[config.mk]
export PLATFORM = sky130hd
export DESIGN_NAME = lvc_regs
export DESIGN_NICKNAME = d
export VERILOG_FILES = /design/src/common/lvc_pkg.sv /design/src/design/lvc_regs.sv
export SDC_FILE = /design/constraint.sdc
export NUM_CORES = 1
export LEC_CHECK = 0
export BUFFER_PORTS_ARGS = -buffer_cell sky130_fd_sc_hd__buf_2
export CAP_MARGIN = 20
export CORE_MARGIN = 2
export CORE_UTILIZATION = 45
export DETAILED_ROUTE_END_ITERATION = 6
export PLACE_DENSITY = 0.67
export SLEW_MARGIN = 20
export SYNTH_ARGS = -nofsm -noshare
export SYNTH_HDL_FRONTEND = slang
export SYNTH_SLANG_ARGS = --single-unit
[constraint.sdc]
create_clock -name clk -period 5.55 [get_ports clk]
set_clock_uncertainty 0.1 [all_clocks]
set_input_delay 1.665 -clock clk [delete_from_list [all_inputs] [get_ports clk]]
set_output_delay 1.665 -clock clk [all_outputs]
set_load 0.1 [all_outputs]
[src/common/lvc_pkg.sv]
package lvc_pkg;

   // ==========================================================
   // I/O port addresses (10-bit port space)
   // ==========================================================
   localparam logic [9:0] LVC_PORT_PEN_DATA_LO   = 10'h3B5;
   localparam logic [9:0] LVC_PORT_PEN_DATA_HI   = 10'h3D5;
   localparam logic [9:0] LVC_PORT_MONO_MODE     = 10'h3B8;
   localparam logic [9:0] LVC_PORT_MONO_PEN_SET  = 10'h3B9;
   localparam logic [9:0] LVC_PORT_MONO_STATUS   = 10'h3BA;
   localparam logic [9:0] LVC_PORT_MONO_PEN_CLR  = 10'h3BB;
   localparam logic [9:0] LVC_PORT_MONO_PERMIT   = 10'h3BF;
   localparam logic [9:0] LVC_PORT_COL_MODE      = 10'h3D8;
   localparam logic [9:0] LVC_PORT_COL_PALETTE   = 10'h3D9;
   localparam logic [9:0] LVC_PORT_COL_STATUS    = 10'h3DA;
   localparam logic [9:0] LVC_PORT_COL_PEN_CLR   = 10'h3DB;
   localparam logic [9:0] LVC_PORT_COL_PEN_SET   = 10'h3DC;

   // Index values presented by the display controller index register
   localparam logic [7:0] LVC_IDX_PEN_HIGH       = 8'h10;
   localparam logic [7:0] LVC_IDX_PEN_LOW        = 8'h11;

   // ==========================================================
   // Field positions
   // ==========================================================
   localparam int LVC_CM_WIDE_COLS    = 0;
   localparam int LVC_CM_GRAPHICS     = 1;
   localparam int LVC_CM_COLOUR_OFF   = 2;
   localparam int LVC_CM_VIDEO_ON     = 3;
   localparam int LVC_CM_HIRES        = 4;
   localparam int LVC_CM_BLINK        = 5;
   localparam int LVC_CP_BRIGHT       = 4;
   localparam int LVC_CP_CHOICE       = 5;
   localparam int LVC_MM_GRAPHICS     = 1;
   localparam int LVC_MM_VIDEO_ON     = 3;
   localparam int LVC_MM_BLINK        = 5;
   localparam int LVC_MM_PAGE         = 7;
   localparam int LVC_PERMIT_GRAPHICS = 0;
   localparam int LVC_PERMIT_UPPER    = 1;

   // Writable bit masks; reserved bits are not stored and read as zero, except the write-only permit port, which reads FF
   localparam logic [7:0] LVC_COL_MODE_MASK  = 8'h3F;
   localparam logic [7:0] LVC_COL_PAL_MASK   = 8'h3F;
   localparam logic [7:0] LVC_MONO_MODE_MASK = 8'hAA;
   localparam logic [7:0] LVC_PERMIT_MASK    = 8'h03;

   // ==========================================================
   // Reset values and fixed read values
   // ==========================================================
   localparam logic [7:0]  LVC_RST_REG      = 8'h00;
   localparam logic [13:0] LVC_RST_PEN_ADDR = 14'h0000;
   localparam logic [7:0]  LVC_READ_UNDEF   = 8'hFF;

   // IRGB colour codes
   localparam logic [3:0] LVC_BLACK  = 4'h0;
   localparam logic [3:0] LVC_GREEN  = 4'h2;
   localparam logic [3:0] LVC_CYAN   = 4'h3;
   localparam logic [3:0] LVC_RED    = 4'h4;
   localparam logic [3:0] LVC_VIOLET = 4'h5;
   localparam logic [3:0] LVC_YELLOW = 4'h6;
   localparam logic [3:0] LVC_WHITE  = 4'h7;
   localparam logic [3:0] LVC_BRIGHT = 4'h8;

   // ==========================================================
   // Carriers
   // ==========================================================
   typedef struct packed {
      logic        rd;
      logic        wr;
      logic [9:0]  addr;
      logic [7:0]  wdata;
   } lvc_io_req_t;

   typedef struct packed {
      logic        any_blank;
      logic        hblank;
      logic        vsync;
      logic        mono_video;
      logic [13:0] refresh_addr;
   } lvc_timing_t;

   typedef struct packed {
      logic        wide_alpha_columns;
      logic        graphics_select;
      logic        two_colour_hires_on;
      logic        colour_disabled;
      logic        video_output_on;
      logic        char_blink_on;
      logic        display_page_select;
      logic        upper_page_reach;
      logic [3:0]  edge_backdrop_colour;
      logic        bright_backdrop;
   } lvc_display_t;

endpackage

[src/design/lvc_regs.sv]
`timescale 1ns/100ps
module lvc_regs
   import lvc_pkg::*;
(
   input  wire logic                  clk,
   input  wire logic                  rst,
   input  wire lvc_pkg::lvc_io_req_t  io_req,
   input  wire logic [7:0]            index_sel,
   input  wire logic                  port_base_select,
   input  wire logic                  legacy_mode_on,
   input  wire logic                  mono_emulation,
   input  wire logic                  ext_mono_on,
   input  wire lvc_pkg::lvc_timing_t  timing,
   input  wire logic [1:0]            pixel_code,
   output logic [7:0]                 io_rdata,
   output logic                       io_rd_claim,
   output lvc_pkg::lvc_display_t      display,
   output logic [3:0]                 pixel_colour,
   output logic                       pen_latch_flag
);
   import lvc_pkg::*;

   // ==========================================================
   // Helper functions
   // ==========================================================
   function automatic logic port_is(input logic [9:0] addr, input logic [9:0] port);
      port_is = (addr == port);
   endfunction

   // Pen data port moves with the port base select
   function automatic logic pen_data_port(input logic [9:0] addr, input logic base);
      pen_data_port = base ? (addr == LVC_PORT_PEN_DATA_HI)
                           : (addr == LVC_PORT_PEN_DATA_LO);
   endfunction

   function automatic logic [3:0] colour_lookup(input logic [1:0] code,
                                                input logic [7:0] mode,
                                                input logic [7:0] pal);
      logic [3:0] c;
      c = LVC_BLACK;
      if (mode[LVC_CM_HIRES]) begin
         c = (code[0]) ? pal[3:0] : LVC_BLACK;
      end else if (code == 2'b00) begin
         c = pal[3:0];
      end else begin
         if (mode[LVC_CM_COLOUR_OFF]) begin
            case (code)
               2'b01:   c = LVC_CYAN;
               2'b10:   c = LVC_RED;
               default: c = LVC_WHITE;
            endcase
         end else if (pal[LVC_CP_CHOICE]) begin
            case (code)
               2'b01:   c = LVC_CYAN;
               2'b10:   c = LVC_VIOLET;
               default: c = LVC_WHITE;
            endcase
         end else begin
            case (code)
               2'b01:   c = LVC_GREEN;
               2'b10:   c = LVC_RED;
               default: c = LVC_YELLOW;
            endcase
         end
         if (pal[LVC_CP_BRIGHT]) begin
            c = c | LVC_BRIGHT;
         end
      end
      colour_lookup = c;
   endfunction

   // ==========================================================
   // Access decode
   // ==========================================================
   logic wr_col_mode;
   logic wr_col_pal;
   logic wr_mono_mode;
   logic wr_permit;
   logic wr_pen_set;
   logic wr_pen_clr;

   assign wr_col_mode  = io_req.wr & port_is(io_req.addr, LVC_PORT_COL_MODE);
   assign wr_col_pal   = io_req.wr & port_is(io_req.addr, LVC_PORT_COL_PALETTE);
   assign wr_mono_mode = io_req.wr & port_is(io_req.addr, LVC_PORT_MONO_MODE);
   assign wr_permit    = io_req.wr & port_is(io_req.addr, LVC_PORT_MONO_PERMIT);
   // Data value is ignored on the pen ports
   assign wr_pen_set   = io_req.wr & (port_is(io_req.addr, LVC_PORT_COL_PEN_SET)
                                    | port_is(io_req.addr, LVC_PORT_MONO_PEN_SET));
   assign wr_pen_clr   = io_req.wr & (port_is(io_req.addr, LVC_PORT_COL_PEN_CLR)
                                    | port_is(io_req.addr, LVC_PORT_MONO_PEN_CLR));

   // ==========================================================
   // Colour adapter registers
   // ==========================================================
   logic [7:0] col_mode_q;
   logic [7:0] col_pal_q;

   always_ff @(posedge clk or posedge rst) begin
      if (rst) begin
         col_mode_q <= LVC_RST_REG;
      end else if (wr_col_mode) begin
         col_mode_q <= io_req.wdata & LVC_COL_MODE_MASK;
      end
   end

   always_ff @(posedge clk or posedge rst) begin
      if (rst) begin
         col_pal_q <= LVC_RST_REG;
      end else if (wr_col_pal) begin
         col_pal_q <= io_req.wdata & LVC_COL_PAL_MASK;
      end
   end

   // ==========================================================
   // Monochrome mode and permission registers
   // ==========================================================
   logic [7:0] mono_mode_q;
   logic [7:0] permit_q;
   logic [7:0] mono_mode_d;

   always_comb begin
      mono_mode_d = io_req.wdata & LVC_MONO_MODE_MASK;
      // Page bit cannot be set while the upper page is not permitted
      if (!permit_q[LVC_PERMIT_UPPER]) begin
         mono_mode_d[LVC_MM_PAGE] = 1'b0;
      end
   end

   always_ff @(posedge clk or posedge rst) begin
      if (rst) begin
         mono_mode_q <= LVC_RST_REG;
      end else if (wr_mono_mode) begin
         mono_mode_q <= mono_mode_d;
      end
   end

   always_ff @(posedge clk or posedge rst) begin
      if (rst) begin
         permit_q <= LVC_RST_REG;
      end else if (wr_permit) begin
         permit_q <= io_req.wdata & LVC_PERMIT_MASK;
      end
   end

   // ==========================================================
   // Pen flag and address latch
   // ==========================================================
   logic        pen_flag_q;
   logic [13:0] pen_addr_q;

   // Set wins if both ever coincide, so an event is never lost
   always_ff @(posedge clk or posedge rst) begin
      if (rst) begin
         pen_flag_q <= 1'b0;
      end else if (wr_pen_set) begin
         pen_flag_q <= 1'b1;
      end else if (wr_pen_clr) begin
         pen_flag_q <= 1'b0;
      end
   end

   // A repeated set while already set keeps the first capture
   always_ff @(posedge clk or posedge rst) begin
      if (rst) begin
         pen_addr_q <= LVC_RST_PEN_ADDR;
      end else if (wr_pen_set && !pen_flag_q) begin
         pen_addr_q <= timing.refresh_addr;
      end
   end

   assign pen_latch_flag = pen_flag_q;

   // ==========================================================
   // Status words
   // ==========================================================
   logic [7:0] col_status;
   logic [7:0] ext_status;
   logic [7:0] mono_status;

   assign col_status  = {4'hF, timing.vsync, 1'b1, pen_flag_q,
                         timing.any_blank};
   assign ext_status  = {~timing.vsync, 3'h7, timing.mono_video, 1'b1, pen_flag_q,
                         timing.hblank};
   assign mono_status = {4'hF, timing.mono_video, 2'h3, timing.hblank};

   // ==========================================================
   // Read path
   // ==========================================================
   logic [7:0] rdata_d;
   logic       claim_d;
   logic [7:0] rdata_q;
   logic       claim_q;

   always_comb begin
      rdata_d = LVC_RST_REG;
      claim_d = 1'b0;
      if (io_req.rd) begin
         claim_d = 1'b1;
         if (port_is(io_req.addr, LVC_PORT_COL_MODE)) begin
            rdata_d = col_mode_q;
         end else if (port_is(io_req.addr, LVC_PORT_COL_PALETTE)) begin
            rdata_d = col_pal_q;
         end else if (port_is(io_req.addr, LVC_PORT_COL_STATUS)) begin
            rdata_d = col_status;
         end else if (port_is(io_req.addr, LVC_PORT_MONO_MODE)) begin
            rdata_d = mono_mode_q;
         end else if (port_is(io_req.addr, LVC_PORT_MONO_STATUS)) begin
            rdata_d = ext_mono_on ? ext_status : mono_status;
         end else if (port_is(io_req.addr, LVC_PORT_COL_PEN_CLR)
                   || port_is(io_req.addr, LVC_PORT_COL_PEN_SET)
                   || port_is(io_req.addr, LVC_PORT_MONO_PEN_SET)
                   || port_is(io_req.addr, LVC_PORT_MONO_PEN_CLR)
                   || port_is(io_req.addr, LVC_PORT_MONO_PERMIT)) begin
            rdata_d = LVC_READ_UNDEF;
         end else if (legacy_mode_on && pen_data_port(io_req.addr, port_base_select)
                      && (index_sel == LVC_IDX_PEN_HIGH)) begin
            rdata_d = {2'b00, pen_addr_q[13:8]};
         end else if (legacy_mode_on && pen_data_port(io_req.addr, port_base_select)
                      && (index_sel == LVC_IDX_PEN_LOW)) begin
            rdata_d = pen_addr_q[7:0];
         end else begin
            claim_d = 1'b0;
         end
      end
   end

   always_ff @(posedge clk or posedge rst) begin
      if (rst) begin
         rdata_q <= LVC_RST_REG;
         claim_q <= 1'b0;
      end else begin
         rdata_q <= rdata_d;
         claim_q <= claim_d;
      end
   end

   assign io_rdata    = rdata_q;
   assign io_rd_claim = claim_q;

   // ==========================================================
   // Display control outputs
   // ==========================================================
   lvc_display_t disp_d;
   lvc_display_t disp_q;
   logic         mono_graphics;

   // Graphics in monochrome needs both the mode bit and the permission
   assign mono_graphics = ext_mono_on & mono_mode_q[LVC_MM_GRAPHICS]
                        & permit_q[LVC_PERMIT_GRAPHICS];

   always_comb begin
      disp_d = '0;
      if (mono_emulation) begin
         disp_d.wide_alpha_columns  = 1'b1;
         disp_d.graphics_select     = mono_graphics;
         disp_d.video_output_on     = mono_mode_q[LVC_MM_VIDEO_ON];
         disp_d.char_blink_on       = mono_mode_q[LVC_MM_BLINK];
         disp_d.display_page_select = mono_graphics & mono_mode_q[LVC_MM_PAGE]
                                    & permit_q[LVC_PERMIT_UPPER];
         disp_d.upper_page_reach    = permit_q[LVC_PERMIT_UPPER];
      end else begin
         disp_d.wide_alpha_columns  = col_mode_q[LVC_CM_WIDE_COLS];
         disp_d.graphics_select     = col_mode_q[LVC_CM_GRAPHICS];
         disp_d.two_colour_hires_on = col_mode_q[LVC_CM_HIRES];
         disp_d.colour_disabled     = col_mode_q[LVC_CM_COLOUR_OFF];
         disp_d.video_output_on     = col_mode_q[LVC_CM_VIDEO_ON];
         disp_d.char_blink_on       = col_mode_q[LVC_CM_BLINK];
         disp_d.edge_backdrop_colour = col_pal_q[3:0];
         disp_d.bright_backdrop     = col_pal_q[LVC_CP_BRIGHT];
      end
   end

   always_ff @(posedge clk or posedge rst) begin
      if (rst) begin
         disp_q <= '0;
      end else begin
         disp_q <= disp_d;
      end
   end

   assign display = disp_q;

   // ==========================================================
   // Pixel colour mapping
   // ==========================================================
   logic [3:0] colour_q;

   // Video off or mono emulation shows black; blanking and alpha mode show the palette colour
   always_ff @(posedge clk or posedge rst) begin
      if (rst) begin
         colour_q <= LVC_BLACK;
      end else if (mono_emulation || !col_mode_q[LVC_CM_VIDEO_ON]) begin
         colour_q <= LVC_BLACK;
      end else if (timing.any_blank) begin
         colour_q <= col_pal_q[3:0];
      end else if (col_mode_q[LVC_CM_GRAPHICS]) begin
         colour_q <= colour_lookup(pixel_code, col_mode_q, col_pal_q);
      end else begin
         colour_q <= col_pal_q[3:0];
      end
   end

   assign pixel_colour = colour_q;

endmodule

# --- Word-level counts from Yosys, hierarchy flattened ---
# Index checks and enable logic that the tools add are counted.
# W data, S select, Z words.
op_classes:
  eq_ne: 16
  n_mux: 40
  bitwise_logic: 13
  reduce_logical: 13
op_table:
  columns: ["operator", "count"]
  rows:
  - ["$eq A10 B10 Y1 const B", 12]
  - ["$mux W8", 10]
  - ["$mux W4", 9]
  - ["$pmux W3 S2", 3]
  - ["$eq A8 B5 Y1 const B", 2]
  - ["$mux W1", 13]
  - ["$and A1 B1 Y1", 10]
  - ["$mux W2", 4]
  - ["$logic_or A1 B1 Y1", 5]
  - ["$mux W5", 1]
  - ["$logic_and A1 B1 Y1", 4]
  - ["$eq A2 B1 Y1 const B", 1]
  - ["$eq A2 B2 Y1 const B", 1]
  - ["$logic_not A1 Y1", 2]
  - ["$logic_not A2 Y1", 1]
  - ["$or A1 B1 Y1", 2]
  - ["$reduce_bool A2 Y1", 1]
  - ["$not A1 Y1", 1]
word_totals:
  reg_bits: 59
  inputBits: 54
  output_inout_bits: 27
  elab_cells: 101

# --- Depth between registers and ports, before layout ---
depth:
  ltp_word: 13
  mapped_depth: 7
  depth_no_buf: 5

# --- Worst setup path after synthesis ---
# Ideal clock, no wire load.
synth_path:
  path_kind: "input to register"
  startpoint: "in io_req[8] (netlist name)"
  endpoint: "reg pen_addr_q[0]"
  setup_ns: 0.125
  arrival_ns: 3.044
  t_required_ns: 5.325
  slack_ns: 2.282
  cell_stages: 6
  path_buffers: 2
  cell_sequence: "buf_2 > nor4bb_1 > a31oi_1 > nor4_4 > buf_6 > mux2_2"
synth_between:
  elab_chain_len: 4
  word_cells_on_any_way: 5
  classes_between: "eq/ne (2); bitwise (2); reduce/logical (1)"
synth_rtl:
  columns: ["element", "line", "rtl"]
  rows:
  - ["start: declaration", "lvc_regs.sv:7", "input wire lvc_pkg::lvc_io_req_t io_req,"]
  - ["$eq A10 B10 Y1", "lvc_regs.sv:27", "port_is = (addr == port);"]
  - ["$or A1 B1 Y1 *", "lvc_regs.sv:88", "| port_is(io_req.addr, LVC_PORT_MONO_PEN_SET));"]
  - ["$and A1 B1 Y1 *", "lvc_regs.sv:87", "assign wr_pen_set = io_req.wr & (port_is(io_req.addr, LVC_PORT_COL_PEN_SET)"]
  - ["$logic_and A1 B1 Y1 *", "lvc_regs.sv:166", "end else if (wr_pen_set && !pen_flag_q) begin"]
  - ["end signal: assignment", "lvc_regs.sv:167", "pen_addr_q <= timing.refresh_addr;"]
  - ["end: declaration", "lvc_regs.sv:149", "logic [13:0] pen_addr_q;"]
# Every way passes the cells marked *; elsewhere a longest branch is shown, timed or not.
# A chain may end at the register's enable or synchronous reset.

# --- Final worst setup path ---
layout_path:
  startpoint: "in io_req[8] (netlist name)"
  endpoint: "reg pen_addr_q[4]"
# Same word-level chain as after synthesis.

==> Implementation_results.wiki <==
{| class="wikitable"
! Metric !! Value
|-
| Average wire length per cell after detail routing || 15.2 µm
|-
| Drt first pass iters || 4
|-
| # hold bufs at CTS || 0
|-
| Clock tree from TritonCTS || built
|-
| Final-layout setup total negative slack || 0 ns
|-
| Final critical delay including setup and external delays || 3.49 ns
|-
| Crit-path cells || buf_2 -> nor4bb_1 -> a31oi_1 -> nor4_4 -> mux2_2
|-
| Critical Path AT || 3.61 ns
|-
| Total power || 0.000967 W
|-
| Critical path class || in -> reg
|-
| Hold wc startpoint || pen_addr_q[5]
|-
| Most frequent standard cell in the layout excluding fill and tap cells || sky130_fd_sc_hd__buf_2
|-
| Maximum buffer depth of the clock tree || 2
|-
| Global-route wire length before repair || 10900 µm
|-
| Aggregate global routing overflow || 0
|-
| Post-CTS setup-driven buffer insertion count || 0
|-
| Placer's final routability congestion estimate || 0.873
|-
| Leakage || 1.84 nW
|-
| Worst setup startpoint || io_req[8]
|-
| Core footprint || 6310 µm²
|-
| Dominant combinational cell family by area after synthesis || simple AND/OR/NAND/NOR gates
|-
| Fraction of final layout cells with drive strength greater than 1 || 41.4%
|-
| Syn Nets || 315
|-
| Post-Synthesis Mean Instance Area || 11.2 µm²
|-
| Basic-gate share of the synthesized area counting and, or, nand and nor cells || 19.7%
|-
| Synth Register Bits || 59
|-
| Type of the worst min-delay path || reg -> reg
|-
| Critical Path Source Type || primary input
|-
| Total placed cells including tap cells || 409
|-
| MaxCap Viol Count || 0
|-
| Worst EP required || 5.67 ns
|-
| Leading register cell type out of synthesis || sky130_fd_sc_hd__dfrtp_1
|-
| Area of the die || 7160 µm²
|-
| CTS Root Buffer Type || sky130_fd_sc_hd__clkbuf_8
|-
| Max rail drop VDD || 0.000204 V
|-
| Post-route DRC violation count || 0
|-
| Die boundary height || 84.6 µm
|-
| Number of sinks driven by the clock tree || 59
|-
| Post-synth EDFFs || 0
|-
| Slowest cell delay on critical path || 0.76 ns
|-
| Endpoint of the lowest-slack register-to-register path || pen_addr_q[4]
|-
| Remaining antenna violation count after routing || 0
|-
| Initial antenna violation count || 0
|-
| Critical Path Sink || pen_addr_q[4]
|-
| Clock-pin slew on the worst setup and hold paths || 0.06 ns
|-
| Number of top-level design ports || 81
|-
| Via count of the first global-routing pass || 2211
|-
| Synthesized-area fraction occupied by ao, oa, aoi and oai cells || 11.9%
|-
| Number of gates resized after cts || 0
|-
| Adder-cell share of the synthesized area || 0%
|-
| Layout Nets || 397
|-
| Maximum number of pins on one net before global-route repair || 51
|-
| Measured slew at the worst slew-check pin || 0.874 ns
|-
| Source-to-sink clock delay at the later pin of the worst-skew pair || 0.34 ns
|-
| Mapped Cells || 261
|-
| Number of cells on the critical path || 5
|-
| Number of placement rows || 29
|-
| Slew Viols, Final || 0
|-
| Initial DRC Count || 90
|-
| Register area || 1480 µm²
|-
| Area growth from synthesis to layout || 23.3%
|-
| Chip width || 84.6 µm
|-
| Critical path endpoint category || flop
|-
| Cell type of the slowest stage on the worst timing path || sky130_fd_sc_hd__nor4_4
|-
| Core Util, Final || 57.1%
|-
| Number of distinct library cell variants in the gate-level netlist after synthesis || 52
|-
| Worst path bufs/invs || 1
|-
| Netlist area before placement || 2920 µm²
|-
| Total routing resource utilization after global routing || 19.5%
|-
| TritonCTS Buffers || 9
|-
| R2r worst-path depth || 2
|-
| Status || finished clean
|-
| Launch instance of the worst register-to-register path || pen_latch_flag
|-
| Max Fanout on Critical Path || 19
|-
| DPL Wire Length || 4820 µm
|-
| Average vias per placed instance || 5.37
|-
| DR vias || 2281
|-
| Worst slew slack as a fraction of its limit || 41.3%
|-
| Fill cell count || 570
|-
| Worst reg-to-reg setup slack || 3.63 ns
|-
| Proportion of synthesized area in mux cells || 15.6%
|-
| Multi-input combinational cell area || 1380 µm²
|-
| Routed WL || 6480 µm
|-
| Number of warnings printed during yosys synthesis || 0
|-
| Highest Clock Rate || 287 MHz
|-
| Power density relative to cell area || 268 nW/µm²
|-
| Synthesized-area fraction occupied by xor and xnor cells || 0%
|-
| Setup repair after global routing missed its margin || false
|-
| Most frequent cells in the layout || 79 x sky130_fd_sc_hd__buf_2, 59 x sky130_fd_sc_hd__dfrtp_1, 35 x sky130_fd_sc_hd__mux2_2
|-
| Fraction of the yosys area taken by sequential cells || 50.5%
|-
| Non-filler cells in the finished layout || 425
|-
| Diodes inserted || 0
|-
| Max H-tree Level || 3
|-
| Number of hold-slack violations in the final timing report || 0
|-
| Final worst path period share || 62.9%
|-
| Gate family responsible for the most delay along the worst path || simple AND/OR/NAND/NOR gates
|-
| Final setup fails || 0
|-
| Post-synthesis async set-or-reset flop share || 100%
|-
| Port bufs || 79
|-
| Initial Util || 46.3%
|}
-- where the power goes --
group | switching, W | internal, W
clock | 0.000166 | 0.000277
combinational | 0.0000542 | 0.0000296
sequential | 0.00000454 | 0.000436
-- cell usage after synthesis, types with 3 or more instances --
| cell type | instances | area share (%) |
|---|---|---|
| sky130_fd_sc_hd__a21o_1 | 3 | 0.77 |
| sky130_fd_sc_hd__mux2i_1 | 5 | 1.7 |
| sky130_fd_sc_hd__o21ai_0 | 4 | 0.68 |
| sky130_fd_sc_hd__clkbuf_1 | 4 | 0.51 |
| sky130_fd_sc_hd__and3_1 | 5 | 1.1 |
| sky130_fd_sc_hd__inv_1 | 6 | 0.77 |
| sky130_fd_sc_hd__a32o_1 | 3 | 1.0 |
| sky130_fd_sc_hd__nor3_1 | 3 | 0.51 |
| sky130_fd_sc_hd__nand2b_1 | 6 | 1.3 |
| sky130_fd_sc_hd__nor2_1 | 11 | 1.4 |
| sky130_fd_sc_hd__o211ai_1 | 4 | 1.0 |
| sky130_fd_sc_hd__mux2_2 | 35 | 13 |
| sky130_fd_sc_hd__a221o_1 | 3 | 1.0 |
| sky130_fd_sc_hd__buf_2 | 4 | 0.68 |
| sky130_fd_sc_hd__nor2b_1 | 11 | 2.4 |
| sky130_fd_sc_hd__nand3_1 | 6 | 1.0 |
| sky130_fd_sc_hd__nand4_1 | 3 | 0.64 |
| sky130_fd_sc_hd__dfrtp_1 | 59 | 51 |
| sky130_fd_sc_hd__nand2_1 | 28 | 3.6 |
| sky130_fd_sc_hd__a31oi_1 | 3 | 0.64 |
| sky130_fd_sc_hd__a21oi_1 | 16 | 2.7 |
-- final cells by class --
cell class / count / area share, %
clock buffer: 12 / 4.31
clock inverter: 4 / 2.01
inverter: 6 / 0.625
multi-input combinational: 187 / 38.2
sequential: 59 / 41.0
tap: 77 / 2.67
timing repair buffer: 80 / 11.2
-- flip-flops by register name, summed over array words and instances (netlist names) --
name and flops:
display 13, mono_mode_q 4, col_pal_q 6, pen_latch_flag 1
permit_q 2, io_rd_claim 1, io_rdata 8, pixel_colour 4
pen_addr_q 14, col_mode_q 6
-- stage by stage --
stage               worst slack [ns]  area, µm²  hold slack [ns]
CTS                             2.06       3600            0.390
detailed placement              1.72       3380            0.375
global route                    1.94       3600            0.396
floorplan                       2.28       2920            0.352
global placement                1.71       3380            0.364
finish                          2.06       3600            0.388
-- worst min-delay path by stage --
stage,endpoint,depth (start not counted),slack [ns]
floorplan,pen_addr_q[5],1,0.35
global placement,pen_addr_q[5],1,0.36
detailed placement,pen_addr_q[5],1,0.38
CTS,pen_addr_q[5],1,0.39
global route,pen_addr_q[5],1,0.40
finish,pen_addr_q[5],1,0.39
-- routing by layer --
| metal | routed length (µm) | share of wire [%] | global-route usage (%) | vias up |
|---|---|---|---|---|
| li1 | - | - | - | 1119 |
| met1 | 3020 | 47 | 27.3 | 1074 |
| met2 | 2970 | 46 | 29.2 | 82 |
| met3 | 437 | 6.7 | 5.31 | 6 |
| met4 | 48 | 0.74 | 7.36 | 0 |
| met5 | 0 | 0 | 0 | - |
-- logic make-up (layout without fill, tap and decap cells) --
logic type	Yosys count	in the layout
DFF	59	59
buffers and inverters	15	102
muxes	41	41
AOI/OAI and AO/OA	51	51
and+or+nand+nor	95	95
Note: power is estimated with default switching activity, not from simulation.
